==> src/rtl/tcpr_pkg.sv <==
package tcpr_pkg;

  // ----------------------------------------------------------------
  // Register offsets
  // ----------------------------------------------------------------
  localparam logic [7:0] OFS_MANUAL = 8'h09;
  localparam logic [7:0] OFS_SWRESET = 8'h0A;
  localparam logic [7:0] OFS_MASK_PRI = 8'h0E;
  localparam logic [7:0] OFS_MASK_SEC = 8'h0F;
  localparam logic [7:0] OFS_STAT_PRI = 8'h11;
  localparam logic [7:0] OFS_STAT_SEC = 8'h12;
  localparam logic [7:0] OFS_FLAG_PRI = 8'h14;
  localparam logic [7:0] OFS_FLAG_SEC = 8'h15;

  // ----------------------------------------------------------------
  // Field positions and masks
  // ----------------------------------------------------------------
  localparam int BIT_FORCE_SOURCE = 5;
  localparam int BIT_FORCE_SINK = 4;
  localparam int BIT_UNATTACHED_SINK = 3;
  localparam int BIT_UNATTACHED_SOURCE = 2;
  localparam int BIT_HOLD_DIS = 1;
  localparam int BIT_ERR_REC = 0;
  localparam int BIT_SW_RESET = 0;
  localparam logic [7:0] MANUAL_WMASK = 8'h3F;
  localparam logic [7:0] MANUAL_ONESHOT = 8'h3D;
  localparam logic [7:0] PRI_VALID = 8'h7F;
  localparam logic [7:0] SEC_VALID = 8'h6F;
  localparam logic [7:0] REG_RESET = 8'h00;
  localparam logic [3:0] BITS_PER_BYTE = 4'h8;

  // ----------------------------------------------------------------
  // Carriers
  // ----------------------------------------------------------------
  typedef struct packed {
    logic weak_battery_sink_active;
    logic vbus_below_safe_zero;
    logic [1:0] orientation;
    logic vbus_in_range;
    logic [1:0] advertised_current_level;
    logic attached;
  } tcpr_stat_pri_t;

  typedef struct packed {
    logic cc_fault;
    logic remedy_active;
  } tcpr_stat_sec_t;

  typedef struct packed {
    logic force_source_cmd;
    logic force_sink_cmd;
    logic goto_unattached_sink_cmd;
    logic goto_unattached_source_cmd;
    logic error_recovery_cmd;
  } tcpr_cmd_t;

  typedef enum logic [4:0] {
    BUS_IDLE = 5'b00001,
    BUS_ADDR = 5'b00010,
    BUS_REG = 5'b00100,
    BUS_WR = 5'b01000,
    BUS_RD = 5'b10000
  } tcpr_bus_t;

  typedef struct packed {
    logic [7:0] manual;
    logic [7:0] mask_pri;
    logic [7:0] mask_sec;
    logic [7:0] flag_pri;
    logic [7:0] flag_sec;
    logic [7:0] stat_pri;
    logic [7:0] stat_sec;
    logic portrole_pending;
  } tcpr_regs_t;

endpackage : tcpr_pkg

==> src/rtl/tcpr_port_regs.sv <==
`timescale 1ns/10ps
// How it works
// - Writing manual bit 5 forces Source behaviour; bit self-clears.
// - Writing manual bit 4 forces Sink behaviour; bit self-clears.
// - Bits 3 and 2 go to Unattached sink and source; both self-clear.
// - Bit 1 is plain read/write; while set the port is held disabled.
// - Writing bit 0 enters error recovery; bit self-clears.
// - Priority: disabled, error recovery, force source, force sink, unattached source, sink.
// - Only the winning command runs; all other set bits except bit 1 are cleared.
// - Disabled overrides port role; new role applies once disabled clears.
// - A port-role change cancels every pending manual command except disabled.
// - Software reset bit resets the controller and registers, then self-clears.
// - Primary mask bits 6..0 block their sources from the interrupt pin.
// - Secondary mask bits 6,5,3..0 block their sources from the pin.
// - Masked events still set flags; pin releases when no unmasked flag pends.
// - Status bit 7 shows weak-battery automatic sink active.
// - Status bit 6 shows VBUS below safe zero, bit 3 VBUS valid.
// - Status bits 5:4 report cable orientation or detection fault.
// - Status bits 2:1 report the advertised current level.
// - Status bit 0 shows the port is attached.
// - Secondary status bit 1 shows sink CC beyond the Rd window.
// - Secondary status bit 0 shows recovery methods running.
// - Manual, reset, mask and status registers reset to zero.
// - Flags clear per bit on written one; zero leaves them alone.
// - Global interrupt mask suppresses all interrupts at the pin.
module tcpr_port_regs
  import tcpr_pkg::*;
#(
  parameter logic [6:0] DEV_ADDR = 7'h21
)
(
  // Clock and reset
  input wire logic mclk,
  input wire logic rstn,
  // Serial register port
  input wire logic i2c_scl,
  input wire logic i2c_sda_in,
  output logic i2c_sda_out,
  output logic i2c_sda_oe,
  output logic int_n,
  // Port logic state
  input wire tcpr_pkg::tcpr_stat_pri_t status_primary,
  input wire tcpr_pkg::tcpr_stat_sec_t status_secondary,
  input wire logic [7:0] irq_events_pri,
  input wire logic [7:0] irq_events_sec,
  input wire logic portrole_write,
  input wire logic global_int_mask,
  // Commands to the port state machine
  output tcpr_pkg::tcpr_cmd_t port_cmd,
  output logic hold_disabled,
  output logic portrole_apply,
  output logic controller_reset
);
  import tcpr_pkg::*;

  typedef struct packed {
    tcpr_regs_t regs;
    tcpr_bus_t bus;
    logic [3:0] bitcnt;
    logic ack;
    logic rw;
    logic [7:0] shift;
    logic [7:0] ptr;
    logic sda_oe;
    logic sda_out;
    logic scl_s1;
    logic scl_s2;
    logic scl_d;
    logic sda_s1;
    logic sda_s2;
    logic sda_d;
    tcpr_cmd_t cmd;
    logic hold_disabled;
    logic portrole_apply;
    logic ctrl_reset;
    logic int_n;
  } tcpr_state_t;

  tcpr_state_t s;
  tcpr_state_t s_n;
  logic scl_rise;
  logic scl_fall;
  logic bus_start;
  logic bus_stop;
  logic wr_en;
  logic [7:0] wr_addr;
  logic [7:0] wr_data;
  logic [7:0] rd_val;
  logic [7:0] pend;
  logic irq_pending;

  // ----------------------------------------------------------------
  // Register read decode
  // ----------------------------------------------------------------
  function automatic logic [7:0] tcpr_read(input tcpr_regs_t r, input logic [7:0] ofs);
    logic [7:0] v;
    v = 8'h00;
    unique case (ofs)
      OFS_MANUAL: v = r.manual;
      OFS_MASK_PRI: v = r.mask_pri;
      OFS_MASK_SEC: v = r.mask_sec;
      OFS_STAT_PRI: v = r.stat_pri;
      OFS_STAT_SEC: v = r.stat_sec;
      OFS_FLAG_PRI: v = r.flag_pri;
      OFS_FLAG_SEC: v = r.flag_sec;
      default: v = 8'h00;
    endcase
    return v;
  endfunction : tcpr_read

  // ----------------------------------------------------------------
  // Next-state logic
  // ----------------------------------------------------------------
  always_comb
  begin
    s_n = s;
    wr_en = 1'b0;
    wr_addr = s.ptr;
    wr_data = s.shift;
    rd_val = tcpr_read(s.regs, s.ptr);
    s_n.scl_s1 = i2c_scl;
    s_n.scl_s2 = s.scl_s1;
    s_n.scl_d = s.scl_s2;
    s_n.sda_s1 = i2c_sda_in;
    s_n.sda_s2 = s.sda_s1;
    s_n.sda_d = s.sda_s2;
    s_n.sda_out = 1'b0;
    scl_rise = s.scl_s2 & ~s.scl_d;
    scl_fall = ~s.scl_s2 & s.scl_d;
    bus_start = s.scl_s2 & s.scl_d & s.sda_d & ~s.sda_s2;
    bus_stop = s.scl_s2 & s.scl_d & ~s.sda_d & s.sda_s2;

    // Serial byte engine
    if (bus_start)
    begin
      s_n.bus = BUS_ADDR;
      s_n.bitcnt = 4'h0;
      s_n.ack = 1'b0;
      s_n.sda_oe = 1'b0;
    end
    else if (bus_stop)
    begin
      s_n.bus = BUS_IDLE;
      s_n.ack = 1'b0;
      s_n.sda_oe = 1'b0;
    end
    else
    begin
      unique case (s.bus)
        BUS_IDLE:
        begin
          s_n.sda_oe = 1'b0;
        end
        BUS_ADDR, BUS_REG, BUS_WR:
        begin
          if (scl_rise && !s.ack && s.bitcnt != BITS_PER_BYTE)
          begin
            s_n.shift = {s.shift[6:0], s.sda_s2};
            s_n.bitcnt = s.bitcnt + 4'h1;
          end
          else if (scl_fall && !s.ack && s.bitcnt == BITS_PER_BYTE)
          begin
            if (s.bus == BUS_ADDR && s.shift[7:1] != DEV_ADDR)
            begin
              s_n.bus = BUS_IDLE;
            end
            else
            begin
              s_n.ack = 1'b1;
              s_n.sda_oe = 1'b1;
              if (s.bus == BUS_ADDR)
              begin
                s_n.rw = s.shift[0];
              end
              if (s.bus == BUS_REG)
              begin
                s_n.ptr = s.shift;
              end
              if (s.bus == BUS_WR)
              begin
                wr_en = 1'b1;
                s_n.ptr = s.ptr + 8'h01;
              end
            end
          end
          else if (scl_fall && s.ack)
          begin
            s_n.ack = 1'b0;
            s_n.sda_oe = 1'b0;
            s_n.bitcnt = 4'h0;
            if (s.bus == BUS_ADDR && s.rw)
            begin
              s_n.bus = BUS_RD;
              s_n.shift = rd_val;
              s_n.ptr = s.ptr + 8'h01;
              s_n.sda_oe = ~rd_val[7];
            end
            else if (s.bus == BUS_ADDR)
            begin
              s_n.bus = BUS_REG;
            end
            else
            begin
              s_n.bus = BUS_WR;
            end
          end
        end
        BUS_RD:
        begin
          if (scl_rise && s.bitcnt != BITS_PER_BYTE)
          begin
            s_n.bitcnt = s.bitcnt + 4'h1;
          end
          else if (scl_rise)
          begin
            if (s.sda_s2)
            begin
              s_n.bus = BUS_IDLE;
            end
            else
            begin
              s_n.ack = 1'b1;
            end
          end
          else if (scl_fall && s.ack)
          begin
            s_n.ack = 1'b0;
            s_n.bitcnt = 4'h0;
            s_n.shift = rd_val;
            s_n.ptr = s.ptr + 8'h01;
            s_n.sda_oe = ~rd_val[7];
          end
          else if (scl_fall && s.bitcnt == BITS_PER_BYTE)
          begin
            s_n.sda_oe = 1'b0;
          end
          else if (scl_fall)
          begin
            s_n.sda_oe = ~s.shift[3'(4'd7 - s.bitcnt)];
          end
        end
      endcase
    end

    // Status snapshot
    s_n.regs.stat_pri = status_primary;
    s_n.regs.stat_sec = {6'h00, status_secondary};

    // Flags: set wins over a written one
    s_n.regs.flag_pri = (s.regs.flag_pri | irq_events_pri) & PRI_VALID;
    s_n.regs.flag_sec = (s.regs.flag_sec | irq_events_sec) & SEC_VALID;
    if (wr_en && wr_addr == OFS_FLAG_PRI)
    begin
      s_n.regs.flag_pri = ((s.regs.flag_pri & ~wr_data) | irq_events_pri) & PRI_VALID;
    end
    if (wr_en && wr_addr == OFS_FLAG_SEC)
    begin
      s_n.regs.flag_sec = ((s.regs.flag_sec & ~wr_data) | irq_events_sec) & SEC_VALID;
    end

    // Manual command resolution, one cycle after the write
    s_n.cmd = '0;
    s_n.portrole_apply = 1'b0;
    s_n.ctrl_reset = 1'b0;
    pend = s.regs.manual & MANUAL_ONESHOT;
    if (|pend)
    begin
      s_n.regs.manual = s.regs.manual & ~MANUAL_ONESHOT;
      if (!s.regs.manual[BIT_HOLD_DIS] && !portrole_write)
      begin
        if (pend[BIT_ERR_REC])
          s_n.cmd.error_recovery_cmd = 1'b1;
        else if (pend[BIT_FORCE_SOURCE])
          s_n.cmd.force_source_cmd = 1'b1;
        else if (pend[BIT_FORCE_SINK])
          s_n.cmd.force_sink_cmd = 1'b1;
        else if (pend[BIT_UNATTACHED_SOURCE])
          s_n.cmd.goto_unattached_source_cmd = 1'b1;
        else
          s_n.cmd.goto_unattached_sink_cmd = 1'b1;
      end
    end
    if (wr_en && wr_addr == OFS_MANUAL)
    begin
      s_n.regs.manual = wr_data & MANUAL_WMASK;
    end
    s_n.hold_disabled = s.regs.manual[BIT_HOLD_DIS];

    // Port-role changes wait for the disabled hold to drop
    if (portrole_write && s.regs.manual[BIT_HOLD_DIS])
    begin
      s_n.regs.portrole_pending = 1'b1;
    end
    else if (portrole_write || (s.regs.portrole_pending && !s.regs.manual[BIT_HOLD_DIS]))
    begin
      s_n.regs.portrole_pending = 1'b0;
      s_n.portrole_apply = 1'b1;
    end

    // Masks
    if (wr_en && wr_addr == OFS_MASK_PRI)
    begin
      s_n.regs.mask_pri = wr_data & PRI_VALID;
    end
    if (wr_en && wr_addr == OFS_MASK_SEC)
    begin
      s_n.regs.mask_sec = wr_data & SEC_VALID;
    end

    // Interrupt pin
    irq_pending = (|(s.regs.flag_pri & ~s.regs.mask_pri)) | (|(s.regs.flag_sec & ~s.regs.mask_sec));
    s_n.int_n = ~(irq_pending & ~global_int_mask);

    // Software reset overrides everything in the register file
    if (wr_en && wr_addr == OFS_SWRESET && wr_data[BIT_SW_RESET])
    begin
      s_n.regs = '0;
      s_n.cmd = '0;
      s_n.portrole_apply = 1'b0;
      s_n.ctrl_reset = 1'b1;
    end
  end

  // ----------------------------------------------------------------
  // State register
  // ----------------------------------------------------------------
  always_ff @(posedge mclk or negedge rstn)
  begin
    if (!rstn)
    begin
      s <= '0;
      s.bus <= BUS_IDLE;
      s.int_n <= 1'b1;
      s.scl_s1 <= 1'b1;
      s.scl_s2 <= 1'b1;
      s.scl_d <= 1'b1;
      s.sda_s1 <= 1'b1;
      s.sda_s2 <= 1'b1;
      s.sda_d <= 1'b1;
    end
    else
    begin
      s <= s_n;
    end
  end

  assign i2c_sda_out = s.sda_out;
  assign i2c_sda_oe = s.sda_oe;
  assign int_n = s.int_n;
  assign port_cmd = s.cmd;
  assign hold_disabled = s.hold_disabled;
  assign portrole_apply = s.portrole_apply;
  assign controller_reset = s.ctrl_reset;

  // ----------------------------------------------------------------
  // Checks
  // ----------------------------------------------------------------
  property p_disabled_blocks;
    @(posedge mclk) disable iff (!rstn)
    hold_disabled |-> port_cmd == '0;
  endproperty
  a_disabled_blocks: assert property (p_disabled_blocks) else $error("command issued while disabled");

  property p_one_winner;
    @(posedge mclk) disable iff (!rstn)
    ((s.regs.manual & MANUAL_ONESHOT) != 8'h00 && !wr_en)
      |=> $onehot0(port_cmd) && (s.regs.manual & MANUAL_ONESHOT) == 8'h00;
  endproperty
  a_one_winner: assert property (p_one_winner) else $error("more than one command or bits kept");

  property p_force_source_cmd;
    @(posedge mclk) disable iff (!rstn)
    (s.regs.manual[5:0] == 6'h20 && !portrole_write && !wr_en) |=> port_cmd.force_source_cmd ##1 !s.regs.manual[5];
  endproperty
  a_force_source_cmd: assert property (p_force_source_cmd) else $error("force source not executed");

  property p_priority;
    @(posedge mclk) disable iff (!rstn)
    (s.regs.manual[5:0] == 6'h3D && !portrole_write && !wr_en)
      |=> port_cmd.error_recovery_cmd && !port_cmd.force_sink_cmd;
  endproperty
  a_priority: assert property (p_priority) else $error("error recovery lost priority");

  property p_role_cancels;
    @(posedge mclk) disable iff (!rstn)
    portrole_write |=> port_cmd == '0;
  endproperty
  a_role_cancels: assert property (p_role_cancels) else $error("command survived role change");

  property p_role_waits;
    @(posedge mclk) disable iff (!rstn)
    (portrole_write && s.regs.manual[BIT_HOLD_DIS]) |=> !portrole_apply;
  endproperty
  a_role_waits: assert property (p_role_waits) else $error("role applied while disabled");

  property p_int_pin;
    @(posedge mclk) disable iff (!rstn)
    (irq_pending && !global_int_mask) |=> !int_n;
  endproperty
  a_int_pin: assert property (p_int_pin) else $error("unmasked flag did not assert pin");

  property p_global_mask;
    @(posedge mclk) disable iff (!rstn)
    global_int_mask |=> int_n;
  endproperty
  a_global_mask: assert property (p_global_mask) else $error("pin asserted under global mask");

  property p_swreset;
    @(posedge mclk) disable iff (!rstn)
    (wr_en && wr_addr == OFS_SWRESET && wr_data[0])
      |=> controller_reset && s.regs.mask_pri == 8'h00 ##1 !controller_reset;
  endproperty
  a_swreset: assert property (p_swreset) else $error("software reset not applied");

  property p_flag_set_wins;
    @(posedge mclk) disable iff (!rstn)
    (irq_events_pri[0] && !(wr_en && wr_addr == OFS_SWRESET)) |=> s.regs.flag_pri[0];
  endproperty
  a_flag_set_wins: assert property (p_flag_set_wins) else $error("event lost against clear");

endmodule : tcpr_port_regs

==> config.mk <==
export PLATFORM = sky130hd
export DESIGN_NAME = tcpr_port_regs
export DESIGN_NICKNAME = d
export VERILOG_FILES = /design/src/rtl/tcpr_pkg.sv /design/src/rtl/tcpr_port_regs.sv
export SDC_FILE = /design/constraint.sdc
export NUM_CORES = 1
export LEC_CHECK = 0
export ABC_AREA = 1
export BUFFER_PORTS_ARGS = -buffer_cell sky130_fd_sc_hd__buf_2
export CORE_MARGIN = 2
export CORE_UTILIZATION = 45
export CTS_BUF_LIST = sky130_fd_sc_hd__clkbuf_4
export CTS_CLUSTER_SIZE = 40
export DETAILED_ROUTE_END_ITERATION = 7
export GPL_ROUTABILITY_DRIVEN = 0
export PLACE_DENSITY_LB_ADDON = 0.15
export SYNTH_ARGS = -nofsm -noshare
export SYNTH_HDL_FRONTEND = slang
export SYNTH_SLANG_ARGS = --single-unit
==> constraint.sdc <==
create_clock -name mclk -period 2.5 [get_ports mclk]
set_input_delay 0.375 -clock mclk [delete_from_list [all_inputs] [get_ports mclk]]
set_output_delay 0.375 -clock mclk [all_outputs]
set_load 0.1 [all_outputs]
Yosys cells after proc, flatten, opt, wreduce, memory -nomap -nowiden
Cells that the tools add are included.
- flip-flop bits (word level): 100
- memories kept: 0
- output and inout bits: 11
- ROM bits: 0
- memory bits (writable): 0
- latch bits: 0
- word-level logic and storage cells: 231
- bits of input ports: 32
- equality and inequality tests: 43
- add/sub/neg operators: 3
- shift operators: 0
- multipliers: 0
- divide/modulo/power cells: 0
- reduce and logical (&&, ||, !) cells: 42
- bitwise operators: 32
- multiplexer cells: 79
- order comparisons: 1
- operators by type and width (kind ; count):
    two-way mux 17 bit ; 4
    two-way mux 5 bit ; 12
    two-way mux 57 bit ; 1
    two-way mux 8 bit ; 7
    one-hot mux 8 bit (7 select lines) ; 1
    inequality test 4 bit (second input constant) ; 11
    equality test 8 x 4 -> 1 bit (second input constant) ; 4
    equality test 8 x 5 -> 1 bit (second input constant) ; 4
    one-hot mux 16 bit (2 select lines) ; 1
    two-way mux 1 bit ; 29
    two-way mux 4 bit ; 7
    OR 7 bit ; 4
    two-way mux 9 bit ; 3
    inequality test 5 bit (second input constant) ; 5
    AND reduction 7 bit ; 3
    two-way mux 10 bit ; 2
    one-hot mux 10 bit (2 select lines) ; 1
    logical AND 1 bit ; 19
    inequality test 3 bit (second input constant) ; 6
    AND 8 bit ; 2
    two-way mux 16 bit ; 1
    NOT 8 bit ; 2
    OR reduction 8 bit ; 2
    AND 7 bit ; 2
    other kinds (33) ; 67

Logic depth before layout (Yosys ltp)
Gate-level depths: netlist (run 1).
- depth in word-level cells: 12
- gate-level depth with buffers: 13

Least setup slack after synthesis (run 1)
Ideal clock, no wire load.
- path type: register -> register
- start point: register s[35] (netlist name)
- end point: register s[80] (netlist name)
- cell stages (with the launch flop): 13
- path buffers: 1
- arrival time: 1.727 ns
- data required time: 2.368 ns
- path slack: 0.641 ns
- cells stage by stage: dfrtp_1 > inv_1 > ha_1 > nand2_1 > nor2_4 > nand3_4 > nor2_8 > nand3_2 > nor2_4 > inv_2 > buf_2 > nand3_1 > o21ai_1
- cells in the longest elaborated chain, start to end: 10
- RTL lines (element ; RTL line ; RTL):
    start, declared ; tcpr_port_regs.sv:79 ; tcpr_state_t s;
    start signal, assigned ; tcpr_port_regs.sv:343 ; s <= s_n;
    equality test 4 bit ; tcpr_port_regs.sv:161 ; else if (scl_fall && !s.ack && s.bitcnt == BITS_PER_BYTE)
    logical AND 1 bit ; tcpr_port_regs.sv:161 ;
    two-way mux 1 bit ; tcpr_port_regs.sv:161 ;
    two-way mux 1 bit (*) ; tcpr_port_regs.sv:156 ; if (scl_rise && !s.ack && s.bitcnt != BITS_PER_BYTE)
    two-way mux 1 bit (*) ; tcpr_port_regs.sv:149 ; unique case (s.bus)
    two-way mux 1 bit (*) ; tcpr_port_regs.sv:141 ; else if (bus_stop)
    two-way mux 1 bit (*) ; tcpr_port_regs.sv:134 ; if (bus_start)
    logical AND 1 bit (2 in series) ; tcpr_port_regs.sv:315 ; if (wr_en && wr_addr == OFS_SWRESET && wr_data[BIT_SW_RESET])
    two-way mux 57 bit / nonzero test 2 bit (equally long branches) ; -- ;
Every way passes the cells marked *; elsewhere a longest branch is shown, timed or not.
A chain may end at the register's enable or synchronous reset.

Final worst setup path (run 1)
- start point: register s[35] (netlist name)
- end point: register s[87] (netlist name)
The elaborated chain is that of the path after synthesis.

==> impl_results.md, run 1 <==
* Status: finished clean
* Wire per inst at 14.5 um
* Total power at 3.68 mW
* Crit path kind: reg2reg
* First-pass GRT wire length at 21500 um
* DRT antenna net count at 0
* Most frequent cells in the layout: nand2_1 (159), nand3_1 (98), inv_1 (96), nor2_1 (81), dfrtp_1 (78)
* CTS buffer count at 9
* CTS tree: built
* Share of cells above drive strength 1 at 14.3%
* Footprint of the multi-input gates at 2400 um2
* Met2 usage at 35.1%
* Vias per inst at 5.21
* Final period util at 93.5%
* Post-synthesis sequential area ratio at 42.7%
* Total nets after synthesis at 730
* CP cell instances: inv_1 > ha_1 > nand2_1 > nor2_4 > nand3_4 > nor2_8 > nand3_2 > nor2_4 > inv_2 > nand2_1 > o21ai_1
* CP max stage delay at 0.48 ns
* WL final at 12800 um
* Fill cells at 1090
* Clock power frac at 19.4%
* Seq pwr share at 45.7%
* Cells after synthesis at 692
* FMAX at 428 MHz
* Synthesized flop and latch total at 86
* Clk pin slew, worst setup/hold paths at 0.15 ns
* Relative slew slack at 64.7%
* Chip Width at 110 um
* Worst-margin pin slew at 0.529 ns
* Overall Global Routing Usage at 23.4%
* # DRC at 0
* Max-Cap Viols at 0
* Gr busiest metal: met2
* Die height at 110 um
* Max rail drop VDD at 483 uV
* Total Die Area at 12100 um2
* Port-buffer cells at 38
* Estimated wirelength of the detail-placed design at 9570 um
* Starting density of the core at 46.5%
* Grt met3 use at 3.70%
* Initial antenna violation count at 0
* # setup viols final at 0
* Internal power at 2.09 mW
* Post-CTS Resized at 0
* Max Slew Vio Count at 0
* Syn_area_per_cell at 7.32 um2
* Crit-path slowest cell: dfrtp_1
* WP buf/inv at 2
* Nets at 773
* Post-DP Area at 5360 um2
* Core area at 10900 um2
* CP arrival at 2.69 ns
* Vias at 4585
* Count of different cell masters after synthesis at 37
* Iter 0 DRT Violations at 427
* Switching share of power at 43.3%
* Min-delay worst type: in2reg
* CP Capture Type: flip-flop
* Root cell of the clock tree: clkbuf_4
* Leakage Power at 2.91 nW
* Row Count at 38
* Fin area at 5520 um2
* Drt pass-1 iters at 5
* Most common cell after layout, fill and taps aside: nand2_1
* Synthesis-to-layout area growth at 9.05%
* Switching Power at 1.59 mW
* Hold Vio Cnt, Final at 0
* Vias in the first global route at 4429
* Final core utilization at 50.7%
* Logic pwr share at 35.0%
* Startpoint types: flip-flop
* Worst-Skew Late Latency at 0.47 ns
* CP max FO at 20
* Top Family by Delay on Critical Path: simple AND/OR/NAND/NOR gates
* TritonCTS Sinks at 86
* Critical path required time at 2.86 ns
* M1 GR Usage at 33.5%
* Hold slack at 0.0728 ns
* Warnings, synthesis at 0
* Pin count of the biggest net entering global routing at 35
* Fin Clk Skew at 0.0281 ns
* Diode count at 0
* Register area at 2160 um2
* Setup ws final at 0.164 ns
* Synthesized area at 5060 um2
* Final Critical Period at 2.34 ns
* Power Density at 667 nW/um2
* Pre-CTS WS at 0.159 ns
* Total gr overflow at 0
* CTS HTree Levels at 3
* Clock buffer depth at 2
* RSZ-0062 raised after global routing: yes
* # IOs at 43
## cells by family (layout without fill, tap and decap cells)
kind of cell	Yosys count	in the layout	synth area share [%]
XOR/XNOR	6	6	1.04
AND/OR/NAND/NOR	396	396	36.5
flip-flops	86	86	42.7
buffers and inverters	118	166	9.96
AO/OA/AOI/OAI	79	79	8.21
adder cells (fa/ha/maj)	6	6	1.48
other	1	1	0.0741
## sequential cells by signal, summed over array words and instances (netlist names), 5 cells and up
name,count
pend,5
wr_addr,8
port_cmd,5
s,55
wr_data,8
## cell type report
class | count | share of cell area, %
clock inverters | 7 | 0.907
inverters | 99 | 6.73
clock buffers | 9 | 1.22
well taps | 140 | 3.17
repair buffers | 51 | 5.39
flip-flops and latches | 86 | 39.2
multi-input cells | 488 | 43.4
## worst paths after layout
check,cells past startpoint,slack [ns],endpoint,start
worst max-delay path,11,0.16,s[87],s[35]
worst min-delay path,2,0.07,port_cmd[0],portrole_write
worst max register to register,11,0.16,s[87],s[35]
worst min register to register,0,0.36,s[10],s[11]
max in group asynchronous,3,1.42,s[57],rstn
min in group asynchronous,2,0.37,port_cmd[1],rstn
## repair_timing
action	4_1_cts	5_1_grt
hold buffers	3	0
hold endpoints to repair	32	0
setup endpoints to repair	0	10
buffers inserted	0	2
## routing by layer
metal	wire, um	up-vias
met5	0	-
met4	252	0
met3	831	22
met2	5740	147
met1	5980	2115
li1	-	2301
## through the flow
stage	TNS [ns]	std cells
after floorplan	0	692
after global placement	0	859
after detailed placement	0	859
after CTS	0	878
after global routing	-0.302	880
final	0	880
## power groups by stage
| stage | clock network, mW | registers (mW) | logic (mW) |
|---|---|---|---|
| after floorplan | 0 | 1.64 | 0.995 |
| after global placement | 0 | 1.70 | 1.26 |
| after detailed placement | 0 | 1.70 | 1.27 |
| after CTS | 0.739 | 1.68 | 1.28 |
| after global routing | 0.802 | 1.69 | 1.47 |
| final | 0.713 | 1.68 | 1.29 |
## cell usage after synthesis (all sizes together)
cell	count	share of area (%)
buf	18	2.5
o21a	1	0.15
nor3b	1	0.15
dfrtp	78	39
clkbuf	1	0.074
nand3	105	11
a21oi	17	1.7
xnor2	1	0.17
o221ai	1	0.17
o211ai	2	0.30
nor2	98	9.2
o21ai	52	5.1
nor3	15	1.6
nand4	9	1.4
conb	1	0.074
nand2	166	13
inv	99	7.3
o22ai	5	0.62
dfstp	8	4.2
nor4	1	0.12
a21o	1	0.15
ha	6	1.5
xor2	5	0.87
and2	1	0.12
(Power assumes the default switching activity.)
==> run 2, diff against run 1 <==
--- a/config.mk
+++ b/config.mk
@@ -8,7 +8,7 @@
 export ABC_AREA = 1
 export BUFFER_PORTS_ARGS = -buffer_cell sky130_fd_sc_hd__buf_2
 export CORE_MARGIN = 2
-export CORE_UTILIZATION = 45
+export CORE_UTILIZATION = 62
 export CTS_BUF_LIST = sky130_fd_sc_hd__clkbuf_4
 export CTS_CLUSTER_SIZE = 40
 export DETAILED_ROUTE_END_ITERATION = 7
==> run 2 against run 1 <==
Compared with the run above:
- sequential share of layout area grew 0.13 points
- clock power grew 20%
- die area shrank 27%
- largest cell class unchanged
- global-route usage grew 6.0 points
- clock skew is essentially flat
- largest power group unchanged
- core utilization grew 20 points
- power grew 3.6%
- sequential power is essentially flat
- routed wire length shrank 6.0%
- combinational power is essentially flat
- critical path type unchanged
- register-to-register slack gained 0.11 ns
==> impl_results.md, run 2 (synthesis results as in run 1) <==
* Row Count at 32 (was 38)
* Total Die Area at 8900 um2 (was 12100 um2)
* Placed Instances at 819 (was 859)
* Pin count of the biggest net entering global routing at 56 (was 35)
* Nets at 770 (was 773)
* Diode count at 0 (unchanged)
* Worst-Skew Late Latency at 0.46 ns (was 0.47 ns)
* Max-Cap Viols at 0 (unchanged)
* Worst-margin pin slew at 0.606 ns (was 0.529 ns)
* Worst r2r dst: s[90] (was s[87])
* Total gr overflow at 0 (unchanged)
* WL final at 12000 um (was 12800 um)
* TritonCTS Sinks at 86 (unchanged)
* Max reg flops at 55 (unchanged)
* Final Critical Period at 2.22 ns (was 2.34 ns)
* Final period util at 88.9% (was 93.5%)
* Power Density at 694 nW/um2 (was 667 nW/um2)
* Setup TNS at 0 ns (unchanged)
* Fill cells at 661 (was 1090)
* Leakage Power at 2.92 nW (was 2.91 nW)
* # setup viols final at 0 (unchanged)
* Register with the most flip-flops: s (unchanged)
* Relative slew slack at 59.5% (was 64.7%)
* Critical path required time at 2.84 ns (was 2.86 ns)
* CTS tree: built (unchanged)
* Min-delay worst type: in2reg (unchanged)
* Vias at 4683 (was 4585)
* Worst reg-to-reg path cell count at 9 (was 11)
* CP Capture Type: flip-flop (unchanged)
* Clk pin slew, worst setup/hold paths at 0.15 ns (about the same)
* Max rail drop VDD at 375 uV (was 483 uV)
* Final std cells w/o fill at 839 (was 880)
* Drt pass-1 iters at 6 (was 5)
* CTS buffer count at 9 (unchanged)
* Vias in the first global route at 4315 (was 4429)
* Overall Global Routing Usage at 29.4% (was 23.4%)
* RSZ-0062 raised after global routing: no (was yes)
* CP arrival at 2.56 ns (was 2.69 ns)
* CTS HTree Levels at 3 (unchanged)
* Clock buffer depth at 2 (unchanged)
* Port-buffer cells at 38 (unchanged)
* Starting density of the core at 64.8% (was 46.5%)
* DRT antenna net count at 0 (unchanged)
* Root cell of the clock tree: clkbuf_4 (unchanged)
* Crit path to: s[90] (was s[87])
* Post-CTS Resized at 0 (unchanged)
* Hold slack at 0.0836 ns (was 0.0728 ns)
* Crit path kind: reg2reg (unchanged)
* Most common cell after layout, fill and taps aside: nand2_1 (unchanged)
* Max Slew Vio Count at 0 (unchanged)
* Status: finished clean (unchanged)
* FMAX at 450 MHz (was 428 MHz)
* Critical R2R Launch: s[35] (unchanged)
* Fin Clk Skew at 0.0279 ns (was 0.0281 ns)
* First-pass GRT wire length at 20300 um (was 21500 um)
* Initial antenna violation count at 0 (unchanged)
* CP max FO at 14 (was 20)
* # IOs at 43 (unchanged)
* Hold Vio Cnt, Final at 0 (unchanged)
* Core area at 7810 um2 (was 10900 um2)
* Iter 0 DRT Violations at 383 (was 427)
* Wire per inst at 14.3 um (was 14.5 um)
* Critical path launch point: s[35] (unchanged)
* Most frequent cells in the layout: nand2_1 (159), nand3_1 (98), inv_1 (96), nor2_1 (81), dfrtp_1 (78) (unchanged)
* Vias per inst at 5.58 (was 5.21)
* Worst R2R Setup Slack at 0.28 ns (was 0.16 ns)
* Die height at 94.4 um (was 110 um)
* # DRC at 0 (unchanged)
* Chip Width at 94.4 um (was 110 um)
* Share of cells above drive strength 1 at 14.2% (was 14.3%)
* Estimated wirelength of the detail-placed design at 8980 um (was 9570 um)
* Synthesis-to-layout area growth at 8.68% (was 9.05%)
* Startpoint types: flip-flop (unchanged)
run 2: changes by cell type in the layout (fill, tap and decap cells not counted):
cell,delta
buf_4,-4
inv_6,+2
buf_12,+1
clkinv_4,-2
clkinv_1,-2
clkinv_8,+1
bufinv_16,+1
run 2: worst min-delay path by stage:
stage / start / endpoint / slack (ns) / depth (start not counted)
5_1_grt: status_primary[4] / s[57] / 0.09 / 3
3_5_place_dp: rstn / port_cmd[3] / 0.34 / 1
6_report: portrole_write / port_cmd[0] / 0.08 / 2
2_1_floorplan: rstn / controller_reset / 0.08 / 0
4_1_cts: portrole_write / port_cmd[0] / 0.08 / 2
3_3_place_gp: rstn / port_cmd[3] / 0.34 / 1
run 2: timing repair:
item / 4_1_cts / 5_1_grt
setup buffers: 0 / 1
endpoints found under the setup margin: 0 / 11
endpoints found under the hold margin: 26 / 0
hold buffers: 3 / 0
run 2: worst max-delay path, cell delays in order (launching register included):
cell	delay, ns
dfrtp_1	0.48
inv_1	0.18
ha_1	0.20
nand2_1	0.09
nor2_4	0.13
nand3_4	0.15
nor2_8	0.17
nand3_1	0.40
nand3_1	0.24
o21ai_1	0.09
run 2: layout make-up:
| type | count | area, um2 | share of cell area [%] |
|---|---|---|---|
| multi-input cells | 488 | 2400 | 43.6 |
| flip-flops and latches | 86 | 2160 | 39.3 |
| inverters | 99 | 372 | 6.75 |
| repair buffers | 48 | 288 | 5.23 |
| well taps | 102 | 128 | 2.32 |
| clock inverters | 7 | 88.8 | 1.61 |
| clock buffers | 9 | 67.6 | 1.23 |
run 2: report_power, final:
part	switching, mW	total, mW	internal [mW]
Clock	0.531	0.856	0.325
Combinational	0.897	1.28	0.385
Sequential	0.181	1.68	1.50
run 2: metrics by stage:
| stage | worst slack [ns] | power, mW | instance area, um2 | util [%] |
|---|---|---|---|---|
| finish | 0.278 | 3.82 | 5500 | 70.5 |
| detailed placement | 0.225 | 2.96 | 5310 | 68.0 |
| global route | 0.0504 | 4.10 | 5500 | 70.5 |
| floorplan | 0.641 | 2.63 | 5060 | - |
| global placement | 0.275 | 2.92 | 5310 | 68.0 |
| CTS | 0.204 | 3.82 | 5490 | 70.4 |
run 2: layer usage:
| metal | vias to the layer above | routed length [um] | track usage, % |
|---|---|---|---|
| met3 | 17 | 1020 | 4.39 |
| met2 | 218 | 5470 | 46.8 |
| li1 | 2298 | - | - |
| met1 | 2150 | 5320 | 41.6 |
| met4 | 0 | 217 | 9.90 |
| met5 | - | 0 | 0 |
==> run 3, diff against run 2 <==
--- a/config.mk
+++ b/config.mk
@@ -6,12 +6,12 @@
 export NUM_CORES = 1
 export LEC_CHECK = 0
 export ABC_AREA = 1
-export BUFFER_PORTS_ARGS = -buffer_cell sky130_fd_sc_hd__buf_2
 export CORE_MARGIN = 2
-export CORE_UTILIZATION = 62
+export CORE_UTILIZATION = 65
 export CTS_BUF_LIST = sky130_fd_sc_hd__clkbuf_4
 export CTS_CLUSTER_SIZE = 40
 export DETAILED_ROUTE_END_ITERATION = 7
+export DONT_BUFFER_PORTS = 1
 export GPL_ROUTABILITY_DRIVEN = 0
 export PLACE_DENSITY_LB_ADDON = 0.15
 export SYNTH_ARGS = -nofsm -noshare
==> run 3 against run 2 <==
Compared with the run above:
- core utilization is 0.42 points lower
- maximum frequency is 0.76% higher
- critical endpoint is now s[85]
- clock skew is 0.012 ns lower
- combinational power hardly changed
==> impl_results.md, run 3 (synthesis results as in run 1) <==
* Status: finished clean (unchanged)
* Max reg flops at 55 (unchanged)
* Fin area at 5360 um2 (was 5500 um2)
* Met2 usage at 45.8% (was 46.8%)
* Row Count at 32 (unchanged)
* Wire per inst at 14.9 um (was 14.3 um)
* Synthesis-to-layout area growth at 5.81% (was 8.68%)
* CP Capture Type: flip-flop (unchanged)
* Worst-margin pin slew at 0.890 ns (was 0.606 ns)
* Worst reg-to-reg path cell count at 9 (unchanged)
* Most frequent cells in the layout: nand2_1 (159), nand3_1 (98), inv_1 (96), nor2_1 (81), dfrtp_1 (78) (unchanged)
* Pin count of the biggest net entering global routing at 87 (was 56)
* # setup viols final at 0 (unchanged)
* Max-Cap Viols at 0 (unchanged)
* Critical R2R Launch: s[35] (unchanged)
* Relative slew slack at 40.7% (was 59.5%)
* TritonCTS Sinks at 86 (unchanged)
* # DRC at 0 (unchanged)
* Register area at 2160 um2 (unchanged)
* Post-DP Area at 5090 um2 (was 5310 um2)
* Hold Vio Cnt, Final at 0 (unchanged)
* Register with the most flip-flops: s (unchanged)
* Estimated wirelength of the detail-placed design at 8710 um (was 8980 um)
* Chip Width at 92.3 um (was 94.4 um)
* Gr busiest metal: met2 (unchanged)
* Crit path to: s[85] (was s[90])
* Critical path launch point: s[35] (unchanged)
* Critical path required time at 2.84 ns (about the same)
* Diode count at 0 (unchanged)
* # IOs at 43 (unchanged)
* Fill cells at 640 (was 661)
* Most common cell after layout, fill and taps aside: nand2_1 (unchanged)
* Startpoint types: flip-flop (unchanged)
* Worst r2r dst: s[85] (was s[90])
* Post-CTS Resized at 0 (unchanged)
* WL final at 12000 um (about the same)
* Clock buffer depth at 2 (unchanged)
* Worst-Skew Late Latency at 0.46 ns (about the same)
* Final period util at 88.2% (was 88.9%)
* Die height at 92.3 um (was 94.4 um)
* CTS buffer count at 9 (unchanged)
* Share of cells above drive strength 1 at 9.39% (was 14.2%)
* Core area at 7650 um2 (was 7810 um2)
* Iter 0 DRT Violations at 366 (was 383)
* Footprint of the multi-input gates at 2400 um2 (unchanged)
* Pre-CTS WS at 0.331 ns (was 0.225 ns)
* Hold slack at 0.0112 ns (was 0.0836 ns)
* Final std cells w/o fill at 805 (was 839)
* Placed Instances at 780 (was 819)
* FMAX at 454 MHz (was 450 MHz)
* RSZ-0062 raised after global routing: no (unchanged)
* Final Critical Period at 2.21 ns (was 2.22 ns)
* Initial antenna violation count at 0 (unchanged)
* Grt met3 use at 6.24% (was 4.39%)
* CTS HTree Levels at 3 (unchanged)
* Fin Clk Skew at 0.0161 ns (was 0.0279 ns)
* Max rail drop VDD at 572 uV (was 375 uV)
* Leakage Power at 2.77 nW (was 2.92 nW)
* Total power at 3.85 mW (was 3.82 mW)
* First-pass GRT wire length at 20200 um (was 20300 um)
* Root cell of the clock tree: clkbuf_4 (unchanged)
* DRT antenna net count at 0 (unchanged)
* Setup TNS at 0 ns (unchanged)
* Clk pin slew, worst setup/hold paths at 0.15 ns (about the same)
* Min-delay worst type: in2reg (unchanged)
* CP max FO at 14 (unchanged)
* CP arrival at 2.55 ns (was 2.56 ns)
* Setup ws final at 0.295 ns (was 0.278 ns)
* Overall Global Routing Usage at 30.0% (was 29.4%)
* Total gr overflow at 0 (unchanged)
* Starting density of the core at 66.2% (was 64.8%)
* Max Slew Vio Count at 0 (unchanged)
* Worst R2R Setup Slack at 0.29 ns (was 0.28 ns)
* Vias at 4586 (was 4683)
* Vias per inst at 5.70 (was 5.58)
* Total Die Area at 8510 um2 (was 8900 um2)
* Port-buffer cells at 0 (was 38)
* Crit path kind: reg2reg (unchanged)
* Vias in the first global route at 4304 (was 4315)
* M1 GR Usage at 42.7% (was 41.6%)
* Nets at 736 (was 770)
* Final core utilization at 70.0% (was 70.5%)
* Power Density at 719 nW/um2 (was 694 nW/um2)
* CTS tree: built (unchanged)
* Drt pass-1 iters at 5 (was 6)
==> run 3: what timing repair did <==
action	CTS	global route
hold buffers	8	1
setup buffers	0	0
endpoints found under the setup margin	0	0
endpoints found under the hold margin	92	1
==> run 3: how the worst min path moves through the flow <==
stage / cells past startpoint / to / slack, ns / startpoint
floorplan: 0 / controller_reset / 0.08 / rstn
detailed placement: 0 / port_cmd[1] / 0.08 / rstn
finish: 2 / s[54] / 0.01 / status_primary[1]
CTS: 2 / s[55] / 0.003 / status_primary[2]
global placement: 0 / hold_disabled / 0.08 / rstn
global route: 2 / s[60] / 0.004 / status_primary[7]
==> run 3: routing by layer <==
metal,up-vias,part of all wire (%)
met5,-,0
met4,0,2.0
met3,22,8.5
met2,217,44
met1,2116,45
li1,2231,-
==> run 3: power by group <==
part           internal, mW  switching (mW)
clock network         0.328           0.554
logic                 0.375           0.902
registers              1.50           0.193
total                  2.20            1.65
==> run 3: critical path: stages, from the launching register on <==
cell and delay, ns:
dfrtp_1 0.50, inv_1 0.19, ha_1 0.19, nand2_1 0.08, nor2_4 0.13, nand3_4 0.15, nor2_8 0.18, nand3_1 0.37
nand3_1 0.22, o21ai_1 0.08
==> run 3: layout make-up <==
cell class,instances,area share [%]
Timing Repair Buffer,14,2.71
Inverter,99,6.94
Clock inverter,7,1.61
Sequential cell,86,40.4
Tap cell,102,2.38
Multi-Input combinational cell,488,44.7
Clock buffer,9,1.26
